--- config.mk ---
export PLATFORM = sky130hd
export DESIGN_NAME = dvic_top
export DESIGN_NICKNAME = d
export VERILOG_FILES = /design/src/design/dvic_pkg.sv /design/src/design/dvic_top.sv
export SDC_FILE = /design/constraint.sdc
export NUM_CORES = 1
export LEC_CHECK = 0
export BUFFER_PORTS_ARGS = -buffer_cell sky130_fd_sc_hd__buf_2
export CAP_MARGIN = 20
export CORE_AREA = 2 2 150 152
export CTS_CLUSTER_SIZE = 40
export DETAILED_ROUTE_END_ITERATION = 8
export DIE_AREA = 0 0 152 154
export GPL_TIMING_DRIVEN = 0
export HOLD_SLACK_MARGIN = 0.05
export PLACE_DENSITY = 0.72
export SLEW_MARGIN = 20
export SYNTH_ARGS = -nofsm -noshare
export SYNTH_HDL_FRONTEND = slang
export SYNTH_SLANG_ARGS = --single-unit
--- constraint.sdc ---
create_clock -name mclk_in -period 3.55 [get_ports mclk_in]
set_input_delay 0.71 -clock mclk_in [delete_from_list [all_inputs] [get_ports mclk_in]]
set_output_delay 0.71 -clock mclk_in [all_outputs]
set_load 0.05 [all_outputs]
--- src/design/dvic_pkg.sv ---
/*
 * Constants of the dual vectored interrupt controller: source slots,
 * half sizes, vector layout and reset values.
 * Assumes one bus clock and a synchronous active-high reset.
 */
// Contract
// - Thirty-two prioritised channels drive a fast and a vectored request; fast outranks.
// - Any one of the 32 channels can be steered to the fast request.
// - The fast request carries no vector and needs no priority resolution.
// - The vectored request is the OR of all channels routed to it.
// - Priority follows channel number: channel 0 highest, channel 31 lowest.
// - Within each half, firmware remaps which source feeds which channel.
// - Every primary-half request beats every secondary-half request.
// - Winner is resolved; service routine reads source identity and vector address.
// - Firmware may force any channel; slot 1 is the firmware interrupt.
// - Slot 25 is the OR of all 32 wake-up inputs.
// - Slots 26 to 29 each OR one group of 8 wake-up inputs.
// - Slot 0 watchdog; slots 2 and 3 debug receive and transmit.
// - Slots 4 to 7 OR five flags of one general timer each.
// - Slots 8, 9 USB high and low; slot 10 clock control unit.
// - Slots 11 to 15: MAC, DMA OR, CAN, motor OR, conversion end.
// - Slots 16 to 18 UARTs; 19 and 20 the two I2C channels.
// - Slots 21, 22 serial ports; 23 low voltage; 24 calendar alarms.
// - Slot 30 USB resume wake-up; slot 31 prefetch and branch cache.
package dvic_pkg;
   localparam int NCH    = 32;
   localparam int HALF   = 16;
   localparam int SRC_WATCHDOG = 0;
   localparam int SRC_FW       = 1;
   localparam int SRC_DBG_RX   = 2;
   localparam int SRC_DBG_TX   = 3;
   localparam int SRC_TIMER0   = 4;
   localparam int SRC_USB_HI   = 8;
   localparam int SRC_USB_LO   = 9;
   localparam int SRC_CLK_CTL  = 10;
   localparam int SRC_MAC      = 11;
   localparam int SRC_DMA      = 12;
   localparam int SRC_CAN      = 13;
   localparam int SRC_MOTOR    = 14;
   localparam int SRC_ADC      = 15;
   localparam int SRC_UART0    = 16;
   localparam int SRC_I2C0     = 19;
   localparam int SRC_SSP0     = 21;
   localparam int SRC_LOW_VOLT = 23;
   localparam int SRC_CALENDAR = 24;
   localparam int SRC_WAKE_ALL = 25;
   localparam int SRC_WAKE_GRP = 26;
   localparam int SRC_USB_RES  = 30;
   localparam int SRC_PREFETCH_BRANCH_CACHE   = 31;
   localparam int WAKE_GRP_W   = 8;
   localparam logic [31:0] VEC_BASE   = 32'h0000_0100;
   localparam logic [31:0] VEC_STRIDE = 32'h0000_0004;
   localparam logic [31:0] VEC_IDLE   = 32'h0000_0000;
   localparam logic [4:0]  ID_RESET   = 5'h00;
   typedef logic [4:0] dvic_chan_type;
endpackage

--- src/design/dvic_top.sv ---
/*
 * Dual vectored interrupt controller: source gathering, per-half
 * remapping, forcing, enables, fast steering and priority resolution.
 * Assumes all request inputs and configuration are synchronous to
 * mclk_in and that configuration is held steady while in use.
 */
module dvic_top
   import dvic_pkg::*;
(
   // Clock and reset
   input  wire logic                  mclk_in,
   input  wire logic                  rst_in,
   // Peripheral requests
   input  wire logic                  watchdog_in,
   input  wire logic                  firmware_irq_in,
   input  wire logic                  debug_rx_in,
   input  wire logic                  debug_tx_in,
   input  wire logic [19:0]           timer_flags_in,
   input  wire logic                  usb_hi_in,
   input  wire logic                  usb_lo_in,
   input  wire logic [7:0]            clock_ctl_in,
   input  wire logic [7:0]            mac_in,
   input  wire logic [7:0]            dma_in,
   input  wire logic [7:0]            can_in,
   input  wire logic [7:0]            motor_in,
   input  wire logic                  adc_done_in,
   input  wire logic [14:0]           uart_in,
   input  wire logic [5:0]            i2c_in,
   input  wire logic [15:0]           ssp_in,
   input  wire logic                  low_voltage_in,
   input  wire logic [2:0]            calendar_in,
   input  wire logic [31:0]           wake_in,
   input  wire logic                  usb_resume_in,
   input  wire logic [3:0]            prefetch_branch_cache_in,
   // Firmware configuration
   input  wire logic [31:0]           chan_en_in,
   input  wire logic [31:0]           force_in,
   input  wire logic [63:0]           prim_map_in,
   input  wire logic [63:0]           sec_map_in,
   input  wire logic                  fast_en_in,
   input  wire dvic_pkg::dvic_chan_type fast_chan_in,
   // Core side
   output logic                       fast_request_out,
   output logic                       vector_request_out,
   output dvic_pkg::dvic_chan_type    active_chan_out,
   output dvic_pkg::dvic_chan_type    active_source_out,
   output logic [31:0]                vector_addr_out
);
   import dvic_pkg::*;

   // ************************************************************
   // State
   // ************************************************************
   typedef struct packed {
      logic [31:0]   src;
      logic          fast;
      logic          vreq;
      dvic_chan_type chan;
      dvic_chan_type srcid;
      logic [31:0]   vec;
   } dvic_state_type;

   dvic_state_type s_q;
   dvic_state_type s_d;
   logic [31:0]    raw;
   logic [31:0]    pend;
   logic [31:0]    fmask;
   logic [31:0]    vect;
   dvic_chan_type  map_src [NCH];

   // ************************************************************
   // Source gathering
   // ************************************************************
   always_comb begin
      raw = 32'h0000_0000;
      raw[SRC_WATCHDOG] = watchdog_in;
      raw[SRC_FW]       = firmware_irq_in;
      raw[SRC_DBG_RX]   = debug_rx_in;
      raw[SRC_DBG_TX]   = debug_tx_in;
      for (int t = 0; t < 4; t++) begin
         raw[SRC_TIMER0 + t] = |timer_flags_in[t*5 +: 5];
      end
      raw[SRC_USB_HI]   = usb_hi_in;
      raw[SRC_USB_LO]   = usb_lo_in;
      raw[SRC_CLK_CTL]  = |clock_ctl_in;
      raw[SRC_MAC]      = |mac_in;
      raw[SRC_DMA]      = |dma_in;
      raw[SRC_CAN]      = |can_in;
      raw[SRC_MOTOR]    = |motor_in;
      raw[SRC_ADC]      = adc_done_in;
      for (int u = 0; u < 3; u++) begin
         raw[SRC_UART0 + u] = |uart_in[u*5 +: 5];
      end
      for (int i = 0; i < 2; i++) begin
         raw[SRC_I2C0 + i] = |i2c_in[i*3 +: 3];
         raw[SRC_SSP0 + i] = |ssp_in[i*8 +: 8];
      end
      raw[SRC_LOW_VOLT] = low_voltage_in;
      raw[SRC_CALENDAR] = |calendar_in;
      raw[SRC_WAKE_ALL] = |wake_in;
      for (int g = 0; g < 4; g++) begin
         raw[SRC_WAKE_GRP + g] = |wake_in[g*WAKE_GRP_W +: WAKE_GRP_W];
      end
      raw[SRC_USB_RES]  = usb_resume_in;
      raw[SRC_PREFETCH_BRANCH_CACHE]   = |prefetch_branch_cache_in;
   end

   // ************************************************************
   // Channel requests
   // ************************************************************
   // Remap stays inside a half, so the half bit of a source never
   // changes and primary sources keep their lead.
   always_comb begin
      pend  = 32'h0000_0000;
      fmask = 32'h0000_0000;
      for (int k = 0; k < NCH; k++) begin
         if (k < HALF) begin
            map_src[k] = {1'b0, prim_map_in[k*4 +: 4]};
         end else begin
            map_src[k] = {1'b1, sec_map_in[(k-HALF)*4 +: 4]};
         end
         // Levels only: a channel is pending while its source holds it
         pend[k] = (s_q.src[map_src[k]] | force_in[k]) & chan_en_in[k];
      end
      if (fast_en_in) begin
         fmask[fast_chan_in] = 1'b1;
      end
      vect = pend & ~fmask;
   end

   // ************************************************************
   // Resolution
   // ************************************************************
   always_comb begin
      s_d       = s_q;
      s_d.src   = raw;
      s_d.fast  = |(pend & fmask);
      s_d.vreq  = |vect;
      s_d.chan  = ID_RESET;
      s_d.srcid = ID_RESET;
      s_d.vec   = VEC_IDLE;
      // Walk from lowest priority up so channel 0 is written last
      for (int k = NCH - 1; k >= 0; k--) begin
         if (vect[k]) begin
            s_d.chan  = 5'(k);
            s_d.srcid = map_src[k];
            s_d.vec   = VEC_BASE + VEC_STRIDE * 32'(k);
         end
      end
   end

   always_ff @(posedge mclk_in) begin
      if (rst_in) begin
         s_q <= '{src: 32'h0000_0000, fast: 1'b0, vreq: 1'b0,
                  chan: ID_RESET, srcid: ID_RESET, vec: VEC_IDLE};
      end else begin
         s_q <= s_d;
      end
   end

   assign fast_request_out   = s_q.fast;
   assign vector_request_out = s_q.vreq;
   assign active_chan_out    = s_q.chan;
   assign active_source_out  = s_q.srcid;
   assign vector_addr_out    = s_q.vec;

   // ************************************************************
   // Checks
   // ************************************************************
   // One cycle from sampled sources to the request outputs
   chk_fast_route: assert property (
      @(posedge mclk_in) disable iff (rst_in)
      (|(pend & fmask)) |=> fast_request_out)
      else $error("fast request missing");

   chk_vec_or: assert property (
      @(posedge mclk_in) disable iff (rst_in)
      1'b1 |=> vector_request_out == (|$past(vect)))
      else $error("vectored request not the OR");

   chk_prio_win: assert property (
      @(posedge mclk_in) disable iff (rst_in)
      vector_request_out |-> ((($past(vect) >> active_chan_out) & 32'h1) == 32'h1) &&
      (($past(vect) & ((32'h1 << active_chan_out) - 32'h1)) == 32'h0))
      else $error("winner not highest priority");

   chk_vec_addr: assert property (
      @(posedge mclk_in) disable iff (rst_in)
      vector_request_out |->
      vector_addr_out == VEC_BASE + VEC_STRIDE * {27'h0, active_chan_out})
      else $error("vector address wrong");

   chk_half_kept: assert property (
      @(posedge mclk_in) disable iff (rst_in)
      vector_request_out |-> active_source_out[4] == active_chan_out[4])
      else $error("source left its half");

   chk_en_off: assert property (
      @(posedge mclk_in) disable iff (rst_in)
      chan_en_in == 32'h0 |=> !fast_request_out && !vector_request_out)
      else $error("disabled channel raised a request");

   chk_force_top: assert property (
      @(posedge mclk_in) disable iff (rst_in)
      (force_in[0] && chan_en_in[0] && !fast_en_in) |=>
      vector_request_out && active_chan_out == 5'h00)
      else $error("forced channel 0 not served");

   chk_wake_all: assert property (
      @(posedge mclk_in) disable iff (rst_in)
      (|wake_in) |=> s_q.src[SRC_WAKE_ALL])
      else $error("wake OR not sampled");

   chk_wake_grp: assert property (
      @(posedge mclk_in) disable iff (rst_in)
      (|wake_in[15:8]) |=> s_q.src[SRC_WAKE_GRP + 1] ##1 $past(s_q.src[27]))
      else $error("wake group 1 not sampled");

   chk_fast_cause: assert property (
      @(posedge mclk_in) disable iff (rst_in)
      fast_request_out |-> ($past(pend) & $past(fmask)) != 32'h0)
      else $error("fast request without a steered channel");

   chk_fast_off: assert property (
      @(posedge mclk_in) disable iff (rst_in)
      !fast_en_in |=> !fast_request_out)
      else $error("fast request while steering is off");

   chk_fast_excl: assert property (
      @(posedge mclk_in) disable iff (rst_in)
      vector_request_out |-> (($past(fmask) >> active_chan_out) & 32'h1) == 32'h0)
      else $error("fast channel won the vectored path");

   chk_en_win: assert property (
      @(posedge mclk_in) disable iff (rst_in)
      vector_request_out |-> (($past(chan_en_in) >> active_chan_out) & 32'h1) == 32'h1)
      else $error("disabled channel won resolution");

   chk_idle_out: assert property (
      @(posedge mclk_in) disable iff (rst_in)
      !vector_request_out |->
      active_chan_out == ID_RESET && active_source_out == ID_RESET && vector_addr_out == VEC_IDLE)
      else $error("idle outputs not cleared");

   chk_prim_lead: assert property (
      @(posedge mclk_in) disable iff (rst_in)
      (vector_request_out && active_chan_out[4]) |-> ($past(vect) & 32'h0000_ffff) == 32'h0)
      else $error("secondary won over a primary request");

   chk_map_prim: assert property (
      @(posedge mclk_in) disable iff (rst_in)
      (vector_request_out && !active_chan_out[4]) |->
      active_source_out == {1'b0, 4'($past(prim_map_in) >> (4 * active_chan_out))})
      else $error("primary remap not followed");

   chk_map_sec: assert property (
      @(posedge mclk_in) disable iff (rst_in)
      (vector_request_out && active_chan_out[4]) |->
      active_source_out == {1'b1, 4'($past(sec_map_in) >> (4 * active_chan_out[3:0]))})
      else $error("secondary remap not followed");

   chk_force_any: assert property (
      @(posedge mclk_in) disable iff (rst_in)
      ((force_in & chan_en_in & ~fmask) != 32'h0) |=> vector_request_out)
      else $error("forced channel not requested");

   chk_src_level: assert property (
      @(posedge mclk_in) disable iff (rst_in)
      1'b1 |=> s_q.src == $past(raw))
      else $error("source levels not sampled");

   chk_fw_src: assert property (
      @(posedge mclk_in) disable iff (rst_in)
      firmware_irq_in |=> s_q.src[SRC_FW])
      else $error("firmware source not sampled");

   chk_watchdog_src: assert property (
      @(posedge mclk_in) disable iff (rst_in)
      watchdog_in |=> s_q.src[SRC_WATCHDOG])
      else $error("watchdog source not sampled");

   chk_timer_or: assert property (
      @(posedge mclk_in) disable iff (rst_in)
      (|timer_flags_in[4:0]) |=> s_q.src[SRC_TIMER0])
      else $error("timer flags OR not sampled");

   chk_uart_or: assert property (
      @(posedge mclk_in) disable iff (rst_in)
      (|uart_in[4:0]) |=> s_q.src[SRC_UART0])
      else $error("uart OR not sampled");

   chk_calendar_or: assert property (
      @(posedge mclk_in) disable iff (rst_in)
      (|calendar_in) |=> s_q.src[SRC_CALENDAR])
      else $error("calendar OR not sampled");

   chk_wake_last: assert property (
      @(posedge mclk_in) disable iff (rst_in)
      (|wake_in[31:24]) |=> s_q.src[SRC_WAKE_GRP + 3])
      else $error("wake group 3 not sampled");

   chk_usb_res: assert property (
      @(posedge mclk_in) disable iff (rst_in)
      usb_resume_in |=> s_q.src[SRC_USB_RES])
      else $error("resume source not sampled");

endmodule

* After elaboration in Yosys (flattened, before gate mapping) *
Cells that the tools add are included.

word-level totals
  bits in registers = 76
  bits of input ports = 345

operators by class
  $lt $le $gt $ge = 34
  multiplexer cells = 99
  bitwise gates (word level) = 67
  reductions and logical operators = 32

operators by type and width
  cell                                                               count
  two-way mux 42 bit                                                 16
  two-way mux 41 bit                                                 8
  two-way mux 40 bit                                                 4
  binary-select mux 1 bit (select 4 bit)                             32
  OR reduction 32 bit                                                4
  < comparator 5 x 6 -> 1 bit, second input constant                 17
  < comparator 4 x 6 -> 1 bit, second input constant                 16
  OR reduction 8 bit                                                 11
  two-way mux 39 bit                                                 2
  AND 32 bit                                                         2
  OR reduction 5 bit                                                 8
  two-way mux 38 bit                                                 1
  two-way mux 36 bit                                                 1
  two-way mux 1 bit                                                  33
  AND 1 bit                                                          32
  two-way mux 32 bit                                                 1
  NOT 32 bit                                                         1
  OR 1 bit                                                           32
  OR reduction 17 bit                                                1
  OR reduction 3 bit                                                 4
  OR reduction 9 bit                                                 1
  demux 1 bit (select 5 bit)                                         1
  greater-or-equal comparator 5 x 1 -> 1 bit, second input constant  1
  OR reduction 4 bit                                                 1
  other kinds (2)                                                    2

* Logic depth before layout (Yosys ltp) *
Gate-level depths: netlist of the first run.

  depth in word-level cells = 39
  mapped depth = 12
  depth with buffers taken out = 9

* Worst setup path before layout of the first run *
Ideal clock, no wire load.

  path type = input to register
  start = input prim_map_in[32]
  end = register s_q (netlist bit active_source_out[3])
  library setup time = 0.130 ns
  arrival = 3.392 ns
  data required time = 3.420 ns
  setup slack = 0.027 ns
  stages = 10
  cell sequence = clkbuf_1 -> mux4_2 -> mux4_2 -> or2_2 -> nand3_1 -> o21ai_0 -> a2111oi_0 -> a22oi_1 -> o311a_1 -> a21boi_1

between the ends
  word-level cells in the longest chain between the ends = 14

RTL lines
  what                                     line             RTL
  start: declaration                       dvic_top.sv:38   input wire logic [63:0] prim_map_in,
  binary-select mux 1 bit (select 4 bit)   dvic_top.sv:123  pend[k] = (s_q.src[map_src[k]] | force_in[k]) & chan_en_in[k];
  two-way mux 1 bit (not written as such)  dvic_top.sv:123
  OR 1 bit                                 dvic_top.sv:123
  AND 1 bit                                dvic_top.sv:123
  AND 32 bit                               dvic_top.sv:128  vect = pend & ~fmask;
  two-way mux 41 bit                       dvic_top.sv:144  if (vect[k]) begin
  two-way mux 40 bit (4 in series)         dvic_top.sv:144
  two-way mux 39 bit (2 in series)         dvic_top.sv:144
  two-way mux 38 bit                       dvic_top.sv:144
  two-way mux 36 bit                       dvic_top.sv:144
  end signal: assignment                   dvic_top.sv:154  s_q <= '{src: 32'h0000_0000, fast: 1'b0, vreq: 1'b0,
  end: declaration                         dvic_top.sv:63   dvic_state_type s_q;

No other way between the ends. The select of a mux whose other input is x is not followed.
A chain may end at the register's enable or synchronous reset.

* Worst setup path in the final report of the first run *
  start = input prim_map_in[12]
  end = register s_q (netlist bit active_source_out[1])

between the ends
  word-level cells in the longest chain between the ends = 9

RTL lines
  what                                     line
  binary-select mux 1 bit (select 4 bit)   dvic_top.sv:123
  two-way mux 1 bit (not written as such)  dvic_top.sv:123
  OR 1 bit                                 dvic_top.sv:123
  AND 1 bit                                dvic_top.sv:123
  AND 32 bit                               dvic_top.sv:128
  two-way mux 39 bit (2 in series)         dvic_top.sv:144
  two-way mux 38 bit                       dvic_top.sv:144
  two-way mux 36 bit                       dvic_top.sv:144

No other way between the ends. The select of a mux whose other input is x is not followed.

==> results of run 1 <==
## metrics by stage
step	TNS (ns)	instance area, um2
global route	-0.0821	11400
detailed placement	-6.55	10700
global placement	-6.32	10700
CTS	0	11100
finish	-0.00149	11400
floorplan	0	8640
## logic make-up after synthesis
logic type | share of synthesized area (%)
multiplexers | 41.0
AO/OA/AOI/OAI | 18.8
other | 0.0439
AND/OR/NAND/NOR | 21.7
flip-flops | 10.3
buffers and inverters | 8.18
## synth_stat cells (all sizes together), types with 14 or more instances
cell type	count
buf	46
dfxtp	44
a211o	14
nand2	68
o211ai	14
o21ai	28
nor3	32
mux4	134
a22oi	17
nor2	79
nand3	33
clkbuf	71
mux2i	34
a21oi	38
inv	25
and3	19
nor2b	30
nor4	17
## worst register-to-register path, stage by stage, from the launching register on
cell,delay [ns]
dfxtp_2,0.37
buf_4,0.19
mux4_2,0.46
mux4_2,0.50
o21ai_4,0.23
a21oi_4,0.06
a211o_1,0.34
a221o_1,0.35
a211o_1,0.33
a311oi_4,0.39
o32ai_2,0.17
## power by group through the flow
stage | Clock [mW] | Sequential, mW | Combinational [mW]
floorplan | 0 | 0.567 | 0.957
global route | 0.586 | 0.587 | 1.72
CTS | 0.568 | 0.579 | 1.54
detailed placement | 0 | 0.590 | 1.50
global placement | 0 | 0.589 | 1.49
finish | 0.550 | 0.585 | 1.63
## sequential cells by signal, indices dropped and copies added, names as in the netlist
name / flops
vector_addr_out: 1
vector_request_out: 1
fast_request_out: 1
active_chan_out: 5
active_source_out: 4
s_q: 32
## worst paths after layout
check | startpoint | to | slack, ns | depth (start not counted)
setup / recovery | prim_map_in[12] | active_source_out[1] | -0.001 | 10
hold / removal | firmware_irq_in | s_q[45] | 0.63 | 2
hold reg to reg | s_q[50] | active_chan_out[1] | 1.63 | 7
setup reg to reg | s_q[44] | active_source_out[1] | 0.01 | 10
## cell type report
type	count	share of cell area, %
clock buffers	6	1.22
diodes	1	0.0219
flip-flops and latches	44	8.02
plain buffers	114	6.51
well taps	280	3.07
repair buffers	351	15.5
inverters	25	0.822
multi-input cells	784	64.5
clock inverters	2	0.340
## layer usage
metal | up-vias | wire length (um) | track usage (%)
met4 | 4 | 1720 | 12.9
met1 | 5065 | 15200 | 43.2
met5 | - | 18 | 0
li1 | 4534 | - | -
met2 | 765 | 18400 | 52.3
met3 | 113 | 4100 | 5.02
## timing repair
item                                    CTS  global route
buffers inserted                          0             5
pin swaps                                 4            14
endpoints found under the setup margin   10             8
resized for setup                        57           160
==> impl_metrics.toml, run 1 <==
[floorplanning]
core-area_um2 = 21700
row_count = 54
io_pins = 389
die-area_um2 = 23400
start_util_pct = 39.4
die_w_um = 152
die_h_um = 154

[power_and_ir_drop]
power_mw = 2.77
leakage_nw = 4.86
comb_power_share_pct = 59.0
p_switching_mw = 1.15
worst_ir_drop_vdd_uv = 226
sw_frac_of_total_pct = 41.6
pwr-share-clk_pct = 19.9
p_per_area_nw_per_um2 = 242
sequentialPowerShare_pct = 21.1
p_int_mw = 1.62

[synthesis]
ys_seq_area_share_pct = 10.3
yosys.area.top_type_share_pct = 35.3
synth_ff_type = "dfxtp_1"
postSynthCellCount = 945
ys_top_cells_by_area = "mux4_2 35%, dfxtp_1 10%, mux2i_1 4.0%"
async_flop_share_pct = 0
synth_area_um2 = 8550
yosysUniqueCellTypes = 68
synth_edf_count = 0
yosys.area.top_type = "mux4_2"
syn_avg_cell_area_um2 = 9.04
ys_ff_latch = 44
yosysWarnings = 0

[status]
run_status = "finished, violations left"
violations = "setup timing"

[global_route]
grt_start_max_net_pins = 15
grt_pass1_wl_um = 58900
antenna_found_initial = 3
gr-total-overflow = 0
track_usage_pct = 32.2
grt_pass1_vias = 9978

[job]
cap_viol_max_count = 0

[clocking]
tritoncts = "built"
cts.sinks = 44
cts_root_buf = "clkbuf_16"
cts-htree-levels = 2
hold_buffers = 0
clock_path_buffers = 2
cts_made_buffers = 5
clock_latency_ns = 0.29
clk_pin_slew_ns = 0.07

[sta]
grt_setup_unrepaired = "yes"
clock.fmax_ghz = 0.282
maxSlewViolCount = 0
setup_slack_ns = -0.00149
max_slew_margin_pct = 44.7
fin_crit_ns = 3.55
worst_pin_slew_ns = 0.823
final.setup_skew_ns = 0.00739
min_period_over_period_pct = 100
hold_viol = 0
setup_violations = 1
finalHoldWorstSlack_ns = 0.627

[placement]
pre_cts_slack_ns = -1.08
hpwlAfterDp_um = 32700
dp.cells = 1596
gp_congestion = 1.01
portBuffers = 346

[layout]
fin_cells = 1607
seqCellArea_um2 = 916
areaGrowthSynthToFinish_pct = 33.6
multiInputGateArea_um2 = 7360
nFillCells = 2071
final_common_cell = "buf_2"
drive_gt1_share_pct = 50.5
nets = 1670
final_util_pct = 52.7
layout_common_cells = "349 x buf_2, 134 x mux4_2, 76 x nor2_1, 67 x nand2_1, 50 x buf_4"

[worst_setup_path]
cp_cell_sequence = "buf_12, mux4_2, mux4_2, o21ai_4, a21oi_4, a211o_1, a221o_1, a211o_1, a311oi_4, o32ai_2"
endpoint_kind = "register"
slowest_stage = "mux4_2"
crit_arrival_ns = 3.69
crit_path_max_fanout = 5
critPathLaunchType = "input port"
cp_num_buf_inv = 1
critPathTopFamily = "compound AO/OA/AOI/OAI gates"
required_ns = 3.69
cpPeakStageDelay_ns = 0.52
crit_type = "in2reg"

[routing]
wl_per_cell_um = 24.5
via_per_inst = 6.52
remaining_drc_errors = 0
drt-initial-drc-count = 1276
firstDrtPassIters = 5
postRouteAntennaNets = 0
vias = 10500
wl_um = 39400

[hold_path]
min_path_type = "in2reg"
Note: power is estimated with default switching activity, not from simulation.
==> inputs of run 2 (changes only) <==
--- a/config.mk
+++ b/config.mk
@@ -14,6 +14,7 @@
 export GPL_TIMING_DRIVEN = 0
 export HOLD_SLACK_MARGIN = 0.05
 export PLACE_DENSITY = 0.72
+export REMOVE_ABC_BUFFERS = 1
 export SLEW_MARGIN = 20
 export SYNTH_ARGS = -nofsm -noshare
 export SYNTH_HDL_FRONTEND = slang
==> run 2 against run 1 <==
The run now ends clean. Sequential power rose by 13%. Clock-buffer cell count fell by 1. Via count fell by 3.5%. Cell count fell by 5.8%. Die area did not move. Hold slack got worse by 0.018 ns. Non-clock buffer count fell by 102. Sequential cell count did not move. Utilization fell by 3.7 points.
==> impl_metrics.toml, run 2 (synthesis results as in run 1) <==
[status]
run_status = "completed"

[hold_path]
min_from = "low_voltage_in"
min_path_type = "in2reg"
min_to = "s_q[67]"
whs_path_depth = 2

[worst_setup_path]
worst-r2r-cell-count = 9
timing.rr.end = "active_source_out[0]"
endpoint_kind = "register"
crit_type = "in2reg"
crit_path_max_fanout = 9
reg2reg_from = "s_q[60]"
r2r_slack_ns = 0.18
critPathLaunchType = "input port"
crit_arrival_ns = 3.72
required_ns = 3.77

[global_route]
antenna_found_initial = 14
grtUsageMet2_pct = 51.9
use_met1_pct = 39.5
grt_most_used_layer = "met2"
met3_usage_pct = 7.10
track_usage_pct = 31.3
grt_pass1_vias = 9955
grt_pass1_wl_um = 57700
gr-total-overflow = 0
grt_start_max_net_pins = 45

[sta]
hold_viol = 0
maxSlewViolCount = 0
min_period_over_period_pct = 98.6
clock.fmax_ghz = 0.286
setup_violations = 0
max_slew_margin_pct = 33.3
worst_pin_slew_ns = 1.00
fin_crit_ns = 3.50
grt_setup_unrepaired = "no"
final.setup_skew_ns = 0.0131

[placement]
dp.cells = 1496
portBuffers = 362
gp_congestion = 1.00
hpwlAfterDp_um = 29700

[routing]
via_per_inst = 6.69
firstDrtPassIters = 6
postRouteAntennaNets = 0
remaining_drc_errors = 0
wl_per_cell_um = 25.2
vias = 10100
wl_um = 38100
drt-initial-drc-count = 1182

[power_and_ir_drop]
leakage_nw = 4.38
worst_ir_drop_vdd_uv = 229
sequentialPowerShare_pct = 24.9
sw_frac_of_total_pct = 42.8
comb_power_share_pct = 53.1
p_per_area_nw_per_um2 = 250
p_int_mw = 1.52
power_mw = 2.65
p_switching_mw = 1.14
pwr-share-clk_pct = 22.0

[clocking]
cts_root_buf = "clkbuf_16"
clock_path_buffers = 2
cts_setup_buffers = 0
cts-htree-levels = 2
clk_pin_slew_ns = 0.08
hold_buffers = 0
clock_latency_ns = 0.31
tritoncts = "built"
cts.sinks = 44
cts_made_buffers = 5

[layout]
final_common_cell = "buf_2"
largest_reg_flops = 32
seqCellArea_um2 = 921
layout_common_cells = "362 x buf_2, 134 x mux4_2, 78 x nor2_1, 65 x nand2_1, 35 x a21oi_1"
drive_gt1_share_pct = 48.4
areaGrowthSynthToFinish_pct = 24.2
nets = 1568
nFillCells = 2079
largest-register = "s_q"
multiInputGateArea_um2 = 7240
final_util_pct = 49.0
fin_cells = 1513

[floorplanning]
row_count = 54
die_w_um = 152
io_pins = 389
start_util_pct = 39.4
die-area_um2 = 23400
core-area_um2 = 21700
die_h_um = 154

[job]
cap_viol_max_count = 0
-- run 2: metrics by stage --
stage / hold slack (ns) / instance area, um2 / setup TNS (ns) / worst slack (ns)
detailed placement: 0.922 / 10200 / -3.36 / -0.734
global placement: 0.924 / 10200 / -10.75 / -1.41
global route: 0.625 / 10600 / 0 / 0.00105
floorplan: 0.779 / 8040 / 0 / 0.244
CTS: 0.607 / 10500 / 0 / 0.00496
finish: 0.609 / 10600 / 0 / 0.0500
-- run 2: layer usage --
metal  part of all wire, %  routed length, um
met1                    37              14100
met2                    48              18200
met3                    11               4130
met4                   4.2               1610
met5                  0.12                 46
-- run 2: worst max-delay path by stage --
stage / from / to / slack, ns / depth (start not counted)
floorplan: fast_chan_in[0] / active_source_out[1] / 0.24 / 7
global placement: fast_chan_in[0] / active_source_out[1] / -1.41 / 8
detailed placement: fast_chan_in[1] / active_source_out[3] / -0.73 / 10
CTS: prim_map_in[8] / active_source_out[3] / 0.005 / 9
global route: sec_map_in[8] / active_source_out[1] / 0.001 / 10
finish: sec_map_in[24] / active_source_out[0] / 0.05 / 10
-- run 2: final cells by class --
type | instances | area share (%)
well taps | 280 | 3.30
flip-flops and latches | 44 | 8.67
clock buffers | 5 | 1.18
diodes | 9 | 0.212
clock inverters | 3 | 0.436
multi-input cells | 784 | 68.1
repair buffers | 363 | 17.2
inverters | 25 | 0.884
-- run 2: power by group through the flow --
stage	logic, mW	clock network [mW]	registers (mW)
floorplan	0.787	0	0.644
global placement	1.32	0	0.650
detailed placement	1.34	0	0.657
CTS	1.36	0.588	0.647
global route	1.50	0.604	0.663
finish	1.41	0.585	0.660
-- run 2: worst max-delay path: stages --
cell	delay, ns
buf_2	0.17
mux4_2	0.53
mux4_2	0.48
o21a_1	0.24
and2_4	0.21
a211o_1	0.32
or3_1	0.41
a311oi_2	0.32
o31ai_2	0.15
a2bb2oi_1	0.19
-- run 2: timing repair --
| action | in CTS | in global routing |
|---|---|---|
| cloned | 0 | 0 |
| pin swaps | 1 | 5 |
| setup endpoints to repair | 6 | 6 |
| resized for setup | 23 | 48 |
